File: src/core/eoih_pkg.sv
// Purpose: Constants for the end-of-interrupt completion handler
// Assumes: System register writes arrive as one-cycle strobes
// Notes:   Encodings and field positions shared by design and bench
package eoih_pkg;

   // -----------------------------------------------------------------
   // System register encoding
   // -----------------------------------------------------------------
   localparam logic [2:0] ENC_OP1     = 3'h0;
   localparam logic [3:0] ENC_CRN     = 4'hc;
   localparam logic [2:0] ENC_OP2     = 3'h1;
   localparam logic [3:0] ENC_CRM_G0  = 4'h8;
   localparam logic [3:0] ENC_CRM_G1  = 4'hc;

   // -----------------------------------------------------------------
   // Data layout
   // -----------------------------------------------------------------
   localparam int ID_LSB        = 0;
   localparam int ID_MSB        = 23;
   localparam int ID_NARROW_MSB = 15;
   localparam int ID_WIDE_BITS  = 24;
   localparam int ID_NARROW_BITS = 16;

   // Special identifiers that never name a real interrupt
   localparam logic [23:0] ID_SPECIAL_A = 24'h0003fc;
   localparam logic [23:0] ID_SPECIAL_B = 24'h0003fd;
   localparam logic [23:0] ID_SPECIAL_C = 24'h0003ff;

   // -----------------------------------------------------------------
   // Exception levels and reset trap level
   // -----------------------------------------------------------------
   typedef enum logic [1:0] {
      EOIH_EL0 = 2'b00,
      EOIH_EL1 = 2'b01,
      EOIH_EL2 = 2'b10,
      EOIH_EL3 = 2'b11
   } eoih_level_t;

   localparam logic [1:0] RESET_LEVEL = 2'h0;

endpackage : eoih_pkg

File: src/core/eoih_handler.sv
// Purpose: Decode completion writes, select completion mode, redirect
//          to virtual registers, drop special identifiers unless redirected, and traps
// Assumes: One write strobe per cycle from the processing element
// Notes:   One-cycle latency; every output is registered
`timescale 1ns/100ps
`default_nettype none

module eoih_handler
   import eoih_pkg::*;
#(
   parameter bit MONITOR_PRESENT = 1'b1,
   parameter int ID_BITS         = 24
) (
   input  wire logic        i_sys_clk,
   input  wire logic        i_reset_n,
   input  wire logic        i_wr_valid,
   input  wire logic [2:0]  i_wr_op1,
   input  wire logic [3:0]  i_wr_crn,
   input  wire logic [3:0]  i_wr_crm,
   input  wire logic [2:0]  i_wr_op2,
   input  wire logic [31:0] i_wr_data,
   input  wire logic [1:0]  i_cur_level,
   input  wire logic        i_nonsecure_state_bit,
   input  wire logic        i_os_completion_mode,
   input  wire logic        i_monitor_completion_mode,
   input  wire logic        i_secure_os_completion_mode,
   input  wire logic        i_nonsecure_os_completion_mode,
   input  wire logic        i_hypervisor_fast_irq_routing,
   input  wire logic        i_hypervisor_normal_irq_routing,
   input  wire logic        i_os_sysreg_enable,
   input  wire logic        i_hypervisor_sysreg_enable,
   input  wire logic        i_monitor_sysreg_enable,
   input  wire logic        i_trap_all_group0,
   input  wire logic        i_trap_all_group1,
   input  wire logic        i_monitor_fast_irq_routing,
   input  wire logic        i_monitor_normal_irq_routing,
   output logic             o_prio_drop,
   output logic             o_deactivate,
   output logic             o_group1,
   output logic [23:0]      o_interrupt_identifier,
   output logic             o_virt_valid,
   output logic             o_virt_group1,
   output logic [23:0]      o_virt_identifier,
   output logic             o_trap,
   output logic [1:0]       o_trap_level,
   output logic [4:0]       o_identifier_width_field
);

   // Refuse identifier widths the datapath cannot serve
   if (ID_BITS != ID_WIDE_BITS && ID_BITS != ID_NARROW_BITS) begin : g_id_bits
      $error("ID_BITS must be 16 or 24");
   end

   // ----------------------------------------------------------------
   // Decode
   // ----------------------------------------------------------------
   logic        enc_base;
   logic        hit_g0;
   logic        hit_g1;
   logic        hit;
   logic [23:0] wr_id;
   logic        is_special;
   logic        ns_os;

   assign enc_base = i_wr_op1 == ENC_OP1 && i_wr_crn == ENC_CRN
                     && i_wr_op2 == ENC_OP2;
   assign hit_g0 = i_wr_valid && enc_base
                   && i_wr_crm == ENC_CRM_G0;
   assign hit_g1 = i_wr_valid && enc_base
                   && i_wr_crm == ENC_CRM_G1;
   // Level zero writes are neither taken nor trapped
   assign hit    = (hit_g0 || hit_g1)
                   && i_cur_level != EOIH_EL0;

   // Top byte and unimplemented identifier bits are ignored
   always_comb begin
      wr_id = i_wr_data[ID_MSB:ID_LSB];
      if (ID_BITS == ID_NARROW_BITS) begin
         wr_id[ID_MSB:ID_NARROW_MSB+1] = 8'h00;
      end
   end

   assign is_special = wr_id == ID_SPECIAL_A || wr_id == ID_SPECIAL_B
                       || wr_id == ID_SPECIAL_C;

   assign ns_os = i_cur_level == EOIH_EL1
                  && (i_nonsecure_state_bit || !MONITOR_PRESENT);

   // ----------------------------------------------------------------
   // Trap decision
   // ----------------------------------------------------------------
   logic       next_trap;
   logic [1:0] next_trap_level;
   logic       mon_route;
   logic       hyp_route;
   logic       trap_all;

   assign mon_route = hit_g0 ? i_monitor_fast_irq_routing
                             : i_monitor_normal_irq_routing;
   assign hyp_route = hit_g0 ? i_hypervisor_fast_irq_routing
                             : i_hypervisor_normal_irq_routing;
   assign trap_all  = hit_g0 ? i_trap_all_group0 : i_trap_all_group1;

   always_comb begin
      next_trap       = 1'b0;
      next_trap_level = EOIH_EL1;
      if (hit) begin
         case (i_cur_level)
            EOIH_EL1: begin
               if (!i_os_sysreg_enable) begin
                  next_trap       = 1'b1;
                  next_trap_level = EOIH_EL1;
               end else if (ns_os && trap_all) begin
                  next_trap       = 1'b1;
                  next_trap_level = EOIH_EL2;
               end else if (MONITOR_PRESENT && mon_route
                            && !i_nonsecure_state_bit) begin
                  next_trap       = 1'b1;
                  next_trap_level = EOIH_EL3;
               end else if (MONITOR_PRESENT && mon_route
                            && !hyp_route) begin
                  next_trap       = 1'b1;
                  next_trap_level = EOIH_EL3;
               end
            end
            EOIH_EL2: begin
               if (!i_hypervisor_sysreg_enable) begin
                  next_trap       = 1'b1;
                  next_trap_level = EOIH_EL2;
               end else if (MONITOR_PRESENT && mon_route) begin
                  next_trap       = 1'b1;
                  next_trap_level = EOIH_EL3;
               end
            end
            EOIH_EL3: begin
               if (!i_monitor_sysreg_enable) begin
                  next_trap       = 1'b1;
                  next_trap_level = EOIH_EL3;
               end
            end
            default: begin
               next_trap       = 1'b0;
               next_trap_level = EOIH_EL1;
            end
         endcase
      end
   end

   // ----------------------------------------------------------------
   // Redirection and completion mode
   // ----------------------------------------------------------------
   logic redirect;
   logic mode;

   assign redirect = hit && !next_trap && ns_os && hyp_route;

   always_comb begin
      if (!MONITOR_PRESENT) begin
         mode = i_os_completion_mode;
      end else if (i_cur_level == EOIH_EL3) begin
         mode = i_monitor_completion_mode;
      end else if (!i_nonsecure_state_bit) begin
         mode = i_secure_os_completion_mode;
      end else begin
         mode = i_nonsecure_os_completion_mode;
      end
   end

   logic do_complete;
   assign do_complete = hit && !next_trap && !redirect
                        && !is_special;

   // ----------------------------------------------------------------
   // Registered outputs
   // ----------------------------------------------------------------
   always_ff @(posedge i_sys_clk) begin
      if (!i_reset_n) begin
         o_prio_drop            <= 1'b0;
         o_deactivate           <= 1'b0;
         o_group1               <= 1'b0;
         o_interrupt_identifier <= 24'h000000;
      end else begin
         o_prio_drop  <= do_complete;
         o_deactivate <= do_complete && !mode;
         if (do_complete) begin
            o_group1               <= hit_g1;
            o_interrupt_identifier <= wr_id;
         end
      end
   end

   always_ff @(posedge i_sys_clk) begin
      if (!i_reset_n) begin
         o_virt_valid      <= 1'b0;
         o_virt_group1     <= 1'b0;
         o_virt_identifier <= 24'h000000;
      end else begin
         o_virt_valid <= redirect;
         if (redirect) begin
            o_virt_group1     <= hit_g1;
            o_virt_identifier <= wr_id;
         end
      end
   end

   always_ff @(posedge i_sys_clk) begin
      if (!i_reset_n) begin
         o_trap       <= 1'b0;
         o_trap_level <= RESET_LEVEL;
      end else begin
         o_trap <= next_trap;
         if (next_trap) begin
            o_trap_level <= next_trap_level;
         end
      end
   end

   always_ff @(posedge i_sys_clk) begin
      if (!i_reset_n) begin
         o_identifier_width_field <= 5'h00;
      end else begin
         o_identifier_width_field <= 5'(ID_BITS);
      end
   end
endmodule // eoih_handler

`default_nettype wire

File: config.mk
export PLATFORM = sky130hd
export DESIGN_NAME = eoih_handler
export DESIGN_NICKNAME = d
export VERILOG_FILES = /design/src/core/eoih_pkg.sv /design/src/core/eoih_handler.sv
export SDC_FILE = /design/constraint.sdc
export NUM_CORES = 1
export LEC_CHECK = 0
export ABC_AREA = 1
export BUFFER_PORTS_ARGS = -buffer_cell sky130_fd_sc_hd__buf_2
export CORE_AREA = 8 8 68 129
export CTS_BUF_LIST = sky130_fd_sc_hd__clkbuf_4
export CTS_CLUSTER_DIAMETER = 60
export DETAILED_ROUTE_END_ITERATION = 10
export DIE_AREA = 0 0 76 137
export HOLD_SLACK_MARGIN = 0.08
export PLACE_DENSITY = 0.68
export SLEW_MARGIN = 20
export SYNTH_ARGS = -nofsm -noshare
export SYNTH_HDL_FRONTEND = slang
export SYNTH_SLANG_ARGS = --single-unit
File: constraint.sdc
create_clock -name i_sys_clk -period 3.54 [get_ports i_sys_clk]
set_clock_uncertainty 0.15 [all_clocks]
set_input_delay 0.708 -clock i_sys_clk [delete_from_list [all_inputs] [get_ports i_sys_clk]]
set_output_delay 0.708 -clock i_sys_clk [all_outputs]
set_load 0.05 [all_outputs]
==> impl_results.md, run 1 <==
- NetSw: 0.302 mW
- Area delta synth->final: 24.7%
- Top cells by area, synth: dfxtp_1, nand2_1, nor2_1
- Maximum VDD drop: 199 uV
- Clk Latency, worst-skew pair: 0.39 ns
- Flop pwr share: 54.1%
- Final cycle utilization of the critical path: 69.5%
- Worst Hold Class: flip-flop to flip-flop
- Clock power frac: 37.7%
- Critical Path Start: i_wr_crn[1]
- Top Metal Used: met4
- Crit Path Class: input pin to flip-flop
- Rows: 44
- Pint: 0.883 mW
- M1 WL: 3.10 mm
- Critical Path Start Type: input pin
- Seq/Total Area, Yosys: 41.1%
- Relative slew slack: 52.6%
- Core Box Area: 0.00710 mm2
- Max Freq: 406 MHz
- Initial antenna violation count: 0
- Initial core utilization: 39.1%
- CP most frequent cell: nor2_1
- FF-to-FF Start: o_virt_identifier[0]
- CTS buffer count: 9
- Slew Limit Fails: 0
- Hold buffers post-CTS: 0
- First-pass GRT wire length: 11.9 mm
- Pre-Repair DR Iteration Count: 5
- Crit-path cells: buf_2 -> nor2_1 -> nand2_1 -> nor2_2 -> nand3_1 -> inv_1 -> nand2_1 -> nand3_2 -> nand3_2 -> nand2_2 -> nand4_4 -> nor2_1 -> nor2_1
- Register bit total from synthesis: 57
- Antenna Nets Post-Route: 0
- Hold Startpoint: o_trap_level[0]
- Number of max-cap violations: 0
- ANT cells: 0
- TritonCTS clock tree: built
- Die W: 76 um
- Total GRT Usage: 13.6%
- # port buffers: 113
- Run status: complete, no violations
- Least-Margin Pin Slew: 0.710 ns
- Iter 0 DRT Violations: 160
- Clock-pin slew on the worst setup and hold paths: 0.10 ns
- Power Total: 1.19 mW
- Crit-path max FO: 51
- Post-synth top area share: 41.1%
- Mapped Cells: 436
- Lkg Pwr: 2.12 nW
- RSZ-0062 raised after global routing: no
- Number of global-route vias before repair: 2705
- Post-synth top area cell: dfxtp_1
- Wire length on met3: 683 um
- Fillers: 767
- Die Height: 137 um
- Post-layout nets: 609
- Tmin final: 2.46 ns
- DRC violations left: 0
- Htree depth: 3
- Drt total wl: 6.87 mm
- Unique masters post-synth: 26
- Largest net degree at the start of global routing: 52
- Pwr per Cell Area: 342 mW/mm2
- Io pins: 126
- Mean Syn Cell Area: 6.37 um2
- Arrival time worst endpoint: 2.60 ns
- Sequential cell area: 0.00114 mm2
- Ys Warns: 0
- Drt wl/cell: 10.7 um
- Clock Root Buffer: clkbuf_4
- Post-CTS sizing: 0
- Final GP Congestion: 0.794
- Met2 WL post-DR: 2.97 mm
- Max stage delay cell, worst path: nand4_4
- Longest Clk Path Bufs: 2
- Fin Hold WS: 0.321 ns
- Total gr overflow: 0
- Syn Std Cell Area: 0.00278 mm2
- Post-CTS Setup Bufs: 0
- Share of cells above drive strength 1: 25.9%
- Vias/cell: 4.25
- Switch share: 25.5%
- Setup TNS: 0 ns
- Vias: 2723
- Setup violations, final: 0
- Comb power frac: 8.2%
- Number of hold violations in the final report: 0
- WP data required: 3.68 ns
- Crit path largest cell delay: 0.55 ns
- Die area: 0.0104 mm2
- Placed wire-length estimate: 5.31 mm
- Area of the multi-input gates: 0.00121 mm2
- Crit. End Element: flip-flop
- Clock sinks: 57
==> per-stage QoR <==
step                      util [%]  setup slack, ns  cell area (um2)  instances
after CTS                     48.8             1.08             3460        641
final                         48.8             1.08             3460        641
after floorplan                  -             1.34             2780        438
after global placement        47.0            0.655             3330        625
after global routing          48.8            0.793             3460        641
after detailed placement      47.0            0.653             3330        625
==> cells by family (layout without fill, tap and decap cells) <==
family / Yosys count / in the layout / share of synthesized area [%]
compound gates: 10 / 10 / 2.43
buf+inv: 96 / 207 / 15.5
flops: 57 / 57 / 41.1
mux: 1 / 1 / 0.361
other cells: 1 / 3 / 0.135
simple gates: 271 / 271 / 40.5
==> worst paths after layout <==
check	to	slack (ns)	cells past startpoint
setup / recovery	o_virt_identifier[20]	1.08	13
hold / removal	o_trap_level[0]	0.32	2
setup reg to reg	o_virt_identifier[0]	2.72	4
hold reg to reg	o_trap_level[0]	0.32	2
==> state kept, by name, indices dropped and copies added (netlist names) <==
signal / flops
o_deactivate: 1
o_group1: 1
o_identifier_width_field: 1
o_interrupt_identifier: 24
o_prio_drop: 1
o_trap: 1
o_trap_level: 2
o_virt_group1: 1
o_virt_identifier: 24
o_virt_valid: 1
==> layer usage <==
| metal | vias up | GRT usage (%) |
|---|---|---|
| met5 | - | 0 |
| met4 | 0 | 5.60 |
| met3 | 10 | 6.58 |
| met2 | 92 | 21.7 |
| met1 | 1138 | 15.1 |
| li1 | 1483 | - |
==> worst max-delay path: cells and delay by family <==
family / cells / cell delay, ns
and+or+nand+nor: 11 / 1.69
buffers and inverters: 2 / 0.19
==> cell type report <==
| type | count | share of cell area [%] |
|---|---|---|
| repair buffers | 115 | 16.8 |
| clock inverters | 7 | 1.77 |
| clock buffers | 9 | 1.95 |
| inverters | 76 | 8.24 |
| multi-input cells | 285 | 35.0 |
| flip-flops and latches | 57 | 32.9 |
| well taps | 92 | 3.32 |
==> power groups by stage <==
stage	clock network, mW	registers, mW	logic [mW]
after floorplan	0	0.659	0.0509
after global placement	0	0.656	0.0978
after detailed placement	0	0.656	0.0983
after CTS	0.464	0.642	0.0985
after global routing	0.488	0.642	0.108
final	0.446	0.642	0.0972
==> cell usage in the layout, fill, tap and decap left out, drive strengths merged <==
master / instances
nand2: 124
nor2: 123
buf: 115
inv: 76
dfxtp: 57
clkbuf: 9
nand3: 9
nand4: 7
o21ai: 6
nor4: 4
nor3: 4
clkinv: 4
conb: 3
a21oi: 3
clkinvlp: 2
a211oi: 1
mux2i: 1
bufinv: 1
==> cell usage after synthesis <==
| master | count |
|---|---|
| nand3_2 | 3 |
| a21oi_1 | 2 |
| nor3_2 | 1 |
| inv_1 | 75 |
| dfxtp_1 | 57 |
| nor2_1 | 120 |
| nor3_1 | 3 |
| nor2_2 | 3 |
| buf_4 | 4 |
| nand2_1 | 122 |
| nand2_2 | 2 |
| nand4_4 | 2 |
| o21ai_1 | 1 |
| buf_2 | 8 |
| o21ai_0 | 4 |
| nand3_1 | 6 |
| nor4_1 | 4 |
| o21ai_2 | 1 |
| nand4_1 | 5 |
| buf_6 | 6 |
| a211oi_1 | 1 |
| clkbuf_1 | 2 |
| conb_1 | 1 |
| mux2i_1 | 1 |
| a21oi_4 | 1 |
| inv_2 | 1 |
Power figures use the tool's default switching activity.
==> inputs of run 2 (changes only) <==
- clock period: 3.54 -> 2.36 ns (I/O delays scaled with it)
==> run 2 against run 1 <==
Compared with the run above: setup slack got worse by 0.57 ns; hold slack got worse by 0.13 ns; core utilization rose by 1.1 points; combinational power rose by 54%; via count fell by 0.95%; cell area rose by 2.3%; count of clock-buffer cells in the layout rose by 5; first-iteration DRC count fell by 23%; sequential cell count did not move; sequential share of layout area fell by 0.74 points; critical path type unchanged; largest power group unchanged.
==> impl_results.md, run 2 (synthesis results as in run 1) <==
- Final core utilization: 49.9%
- TritonCTS clock tree: built
- Area delta synth->final: 27.6%
- Final cycle utilization of the critical path: 78.6%
- Total GRT Usage: 13.5%
- WHS Endpoint: o_virt_identifier[18]
- Longest Clk Path Bufs: 2
- Initial antenna violation count: 0
- Iter 0 DRT Violations: 123
- Antenna Nets Post-Route: 0
- Crit Path Class: input pin to flip-flop
- Top Registers: o_interrupt_identifier (24), o_virt_identifier (24), o_trap_level (2)
- Core Box Area: 0.00710 mm2
- Tmin final: 1.86 ns
- Die W: 76 um
- Total gr overflow: 0
- Clock sinks: 57
- Clk Latency, worst-skew pair: 0.38 ns
- PnR worst setup slack: 0.504 ns
- Pre-Repair DR Iteration Count: 4
- FF-to-FF Start: o_virt_identifier[12]
- Die area: 0.0104 mm2
- Crit-path max FO: 25
- DRC violations left: 0
- Most frequent cells in the layout: nand2_1, nor2_1, buf_2, inv_1, dfxtp_1
- Worst reg-to-reg setup slack: 1.57 ns
- Hold buffers post-CTS: 0
- Rows: 44
- Htree depth: 3
- Die Height: 137 um
- Maximum VDD drop: 318 uV
- Number of max-cap violations: 0
- Crit. End Element: flip-flop
- RR Endpoint: o_virt_identifier[12]
- Fin Hold WS: 0.192 ns
- Post-CTS sizing: 0
- Critical Path Start Type: input pin
- Drt total wl: 6.81 mm
- Post-CTS Setup Bufs: 0
- Slew Limit Fails: 0
- Arrival time worst endpoint: 1.99 ns
- ANT cells: 0
- Lkg Pwr: 2.18 nW
- Clock Root Buffer: clkbuf_4
- RSZ-0062 raised after global routing: no
- Setup TNS: 0 ns
- Clock-pin slew on the worst setup and hold paths: 0.09 ns
- Hold path cells: 3
- Share of cells above drive strength 1: 26.8%
- Largest net degree at the start of global routing: 30
- Run status: complete, no violations
- Placed wire-length estimate: 5.34 mm
- Number of global-route vias before repair: 2702
- Final GP Congestion: 0.796
- Drt wl/cell: 10.6 um
- First-pass GRT wire length: 11.8 mm
- Setup violations, final: 0
- Post-layout nets: 614
- Hold Startpoint: i_wr_data[18]
- Pwr per Cell Area: 478 mW/mm2
- Max Freq: 539 MHz
- Vias/cell: 4.18
- R2r worst-path depth: 4
- Number of hold violations in the final report: 0
- CTS buffer count: 9
- Vias: 2697
- # port buffers: 113
- Initial core utilization: 39.1%
- Worst Hold Class: input pin to flip-flop
- WP data required: 2.49 ns
- Place WS: 0.111 ns
- Leading cell type in the layout, fill and taps excluded: nand2_1
- Io pins: 126
[run 2: changes by cell type in the layout (fill, tap and decap cells not counted)]
cell,delta
buf_12,+5
clkbuf_4,+5
bufinv_16,-1
clkinv_1,-2
clkinv_2,-1
clkinvlp_4,-2
[run 2: worst max path at each step]
stage               cells after the start                         end  slack [ns]         from
floorplan                              14  o_interrupt_identifier[10]        0.39  i_wr_crn[2]
global placement                       15        o_virt_identifier[7]        0.13  i_wr_crn[1]
detailed placement                     14        o_virt_identifier[8]        0.11  i_wr_crn[1]
CTS                                    14       o_virt_identifier[12]        0.52  i_wr_crm[2]
global route                           15       o_virt_identifier[18]        0.27  i_wr_crn[1]
finish                                 14       o_virt_identifier[12]        0.50  i_wr_crm[2]
[run 2: layer usage]
| metal | wire length, um | vias to the layer above | global-route usage [%] |
|---|---|---|---|
| met5 | 0 | - | 0 |
| met4 | 70 | 0 | 4.95 |
| met3 | 751 | 6 | 7.11 |
| met2 | 2890 | 88 | 20.2 |
| met1 | 3100 | 1108 | 15.9 |
| li1 | - | 1495 | - |
[run 2: critical path, cell delays in order]
cell and delay (ns):
buf_2 0.10, inv_1 0.04, nand2_1 0.05, nor2_2 0.18
nand3_1 0.16, nand2_1 0.10, o21ai_2 0.08, nand2_2 0.09
nand3_2 0.07, nand2_2 0.11, nand4_4 0.14, buf_12 0.20
nor2_1 0.10, nor2_1 0.06
[run 2: metrics by stage]
step	power [mW]	std cells	area [um2]
after global placement	1.14	630	3430
final	1.69	645	3540
after global routing	1.79	645	3540
after floorplan	1.06	438	2780
after detailed placement	1.14	630	3430
after CTS	1.72	645	3540
[run 2: final cells by class]
class / instances / area, um2
fillers: 739 / 3560
multi-input cells: 285 / 1210
flip-flops and latches: 57 / 1140
repair buffers: 120 / 681
inverters: 76 / 285
well taps: 92 / 115
clock buffers: 14 / 105
clock inverters: 1 / 3.75
[run 2: report_power, final]
part / switching [mW] / leakage [nW] / total, mW / internal (mW)
sequential: 0.000284 / 0.459 / 0.962 / 0.962
combinational: 0.0949 / 1.65 / 0.150 / 0.0555
clock: 0.313 / 0.0660 / 0.582 / 0.269
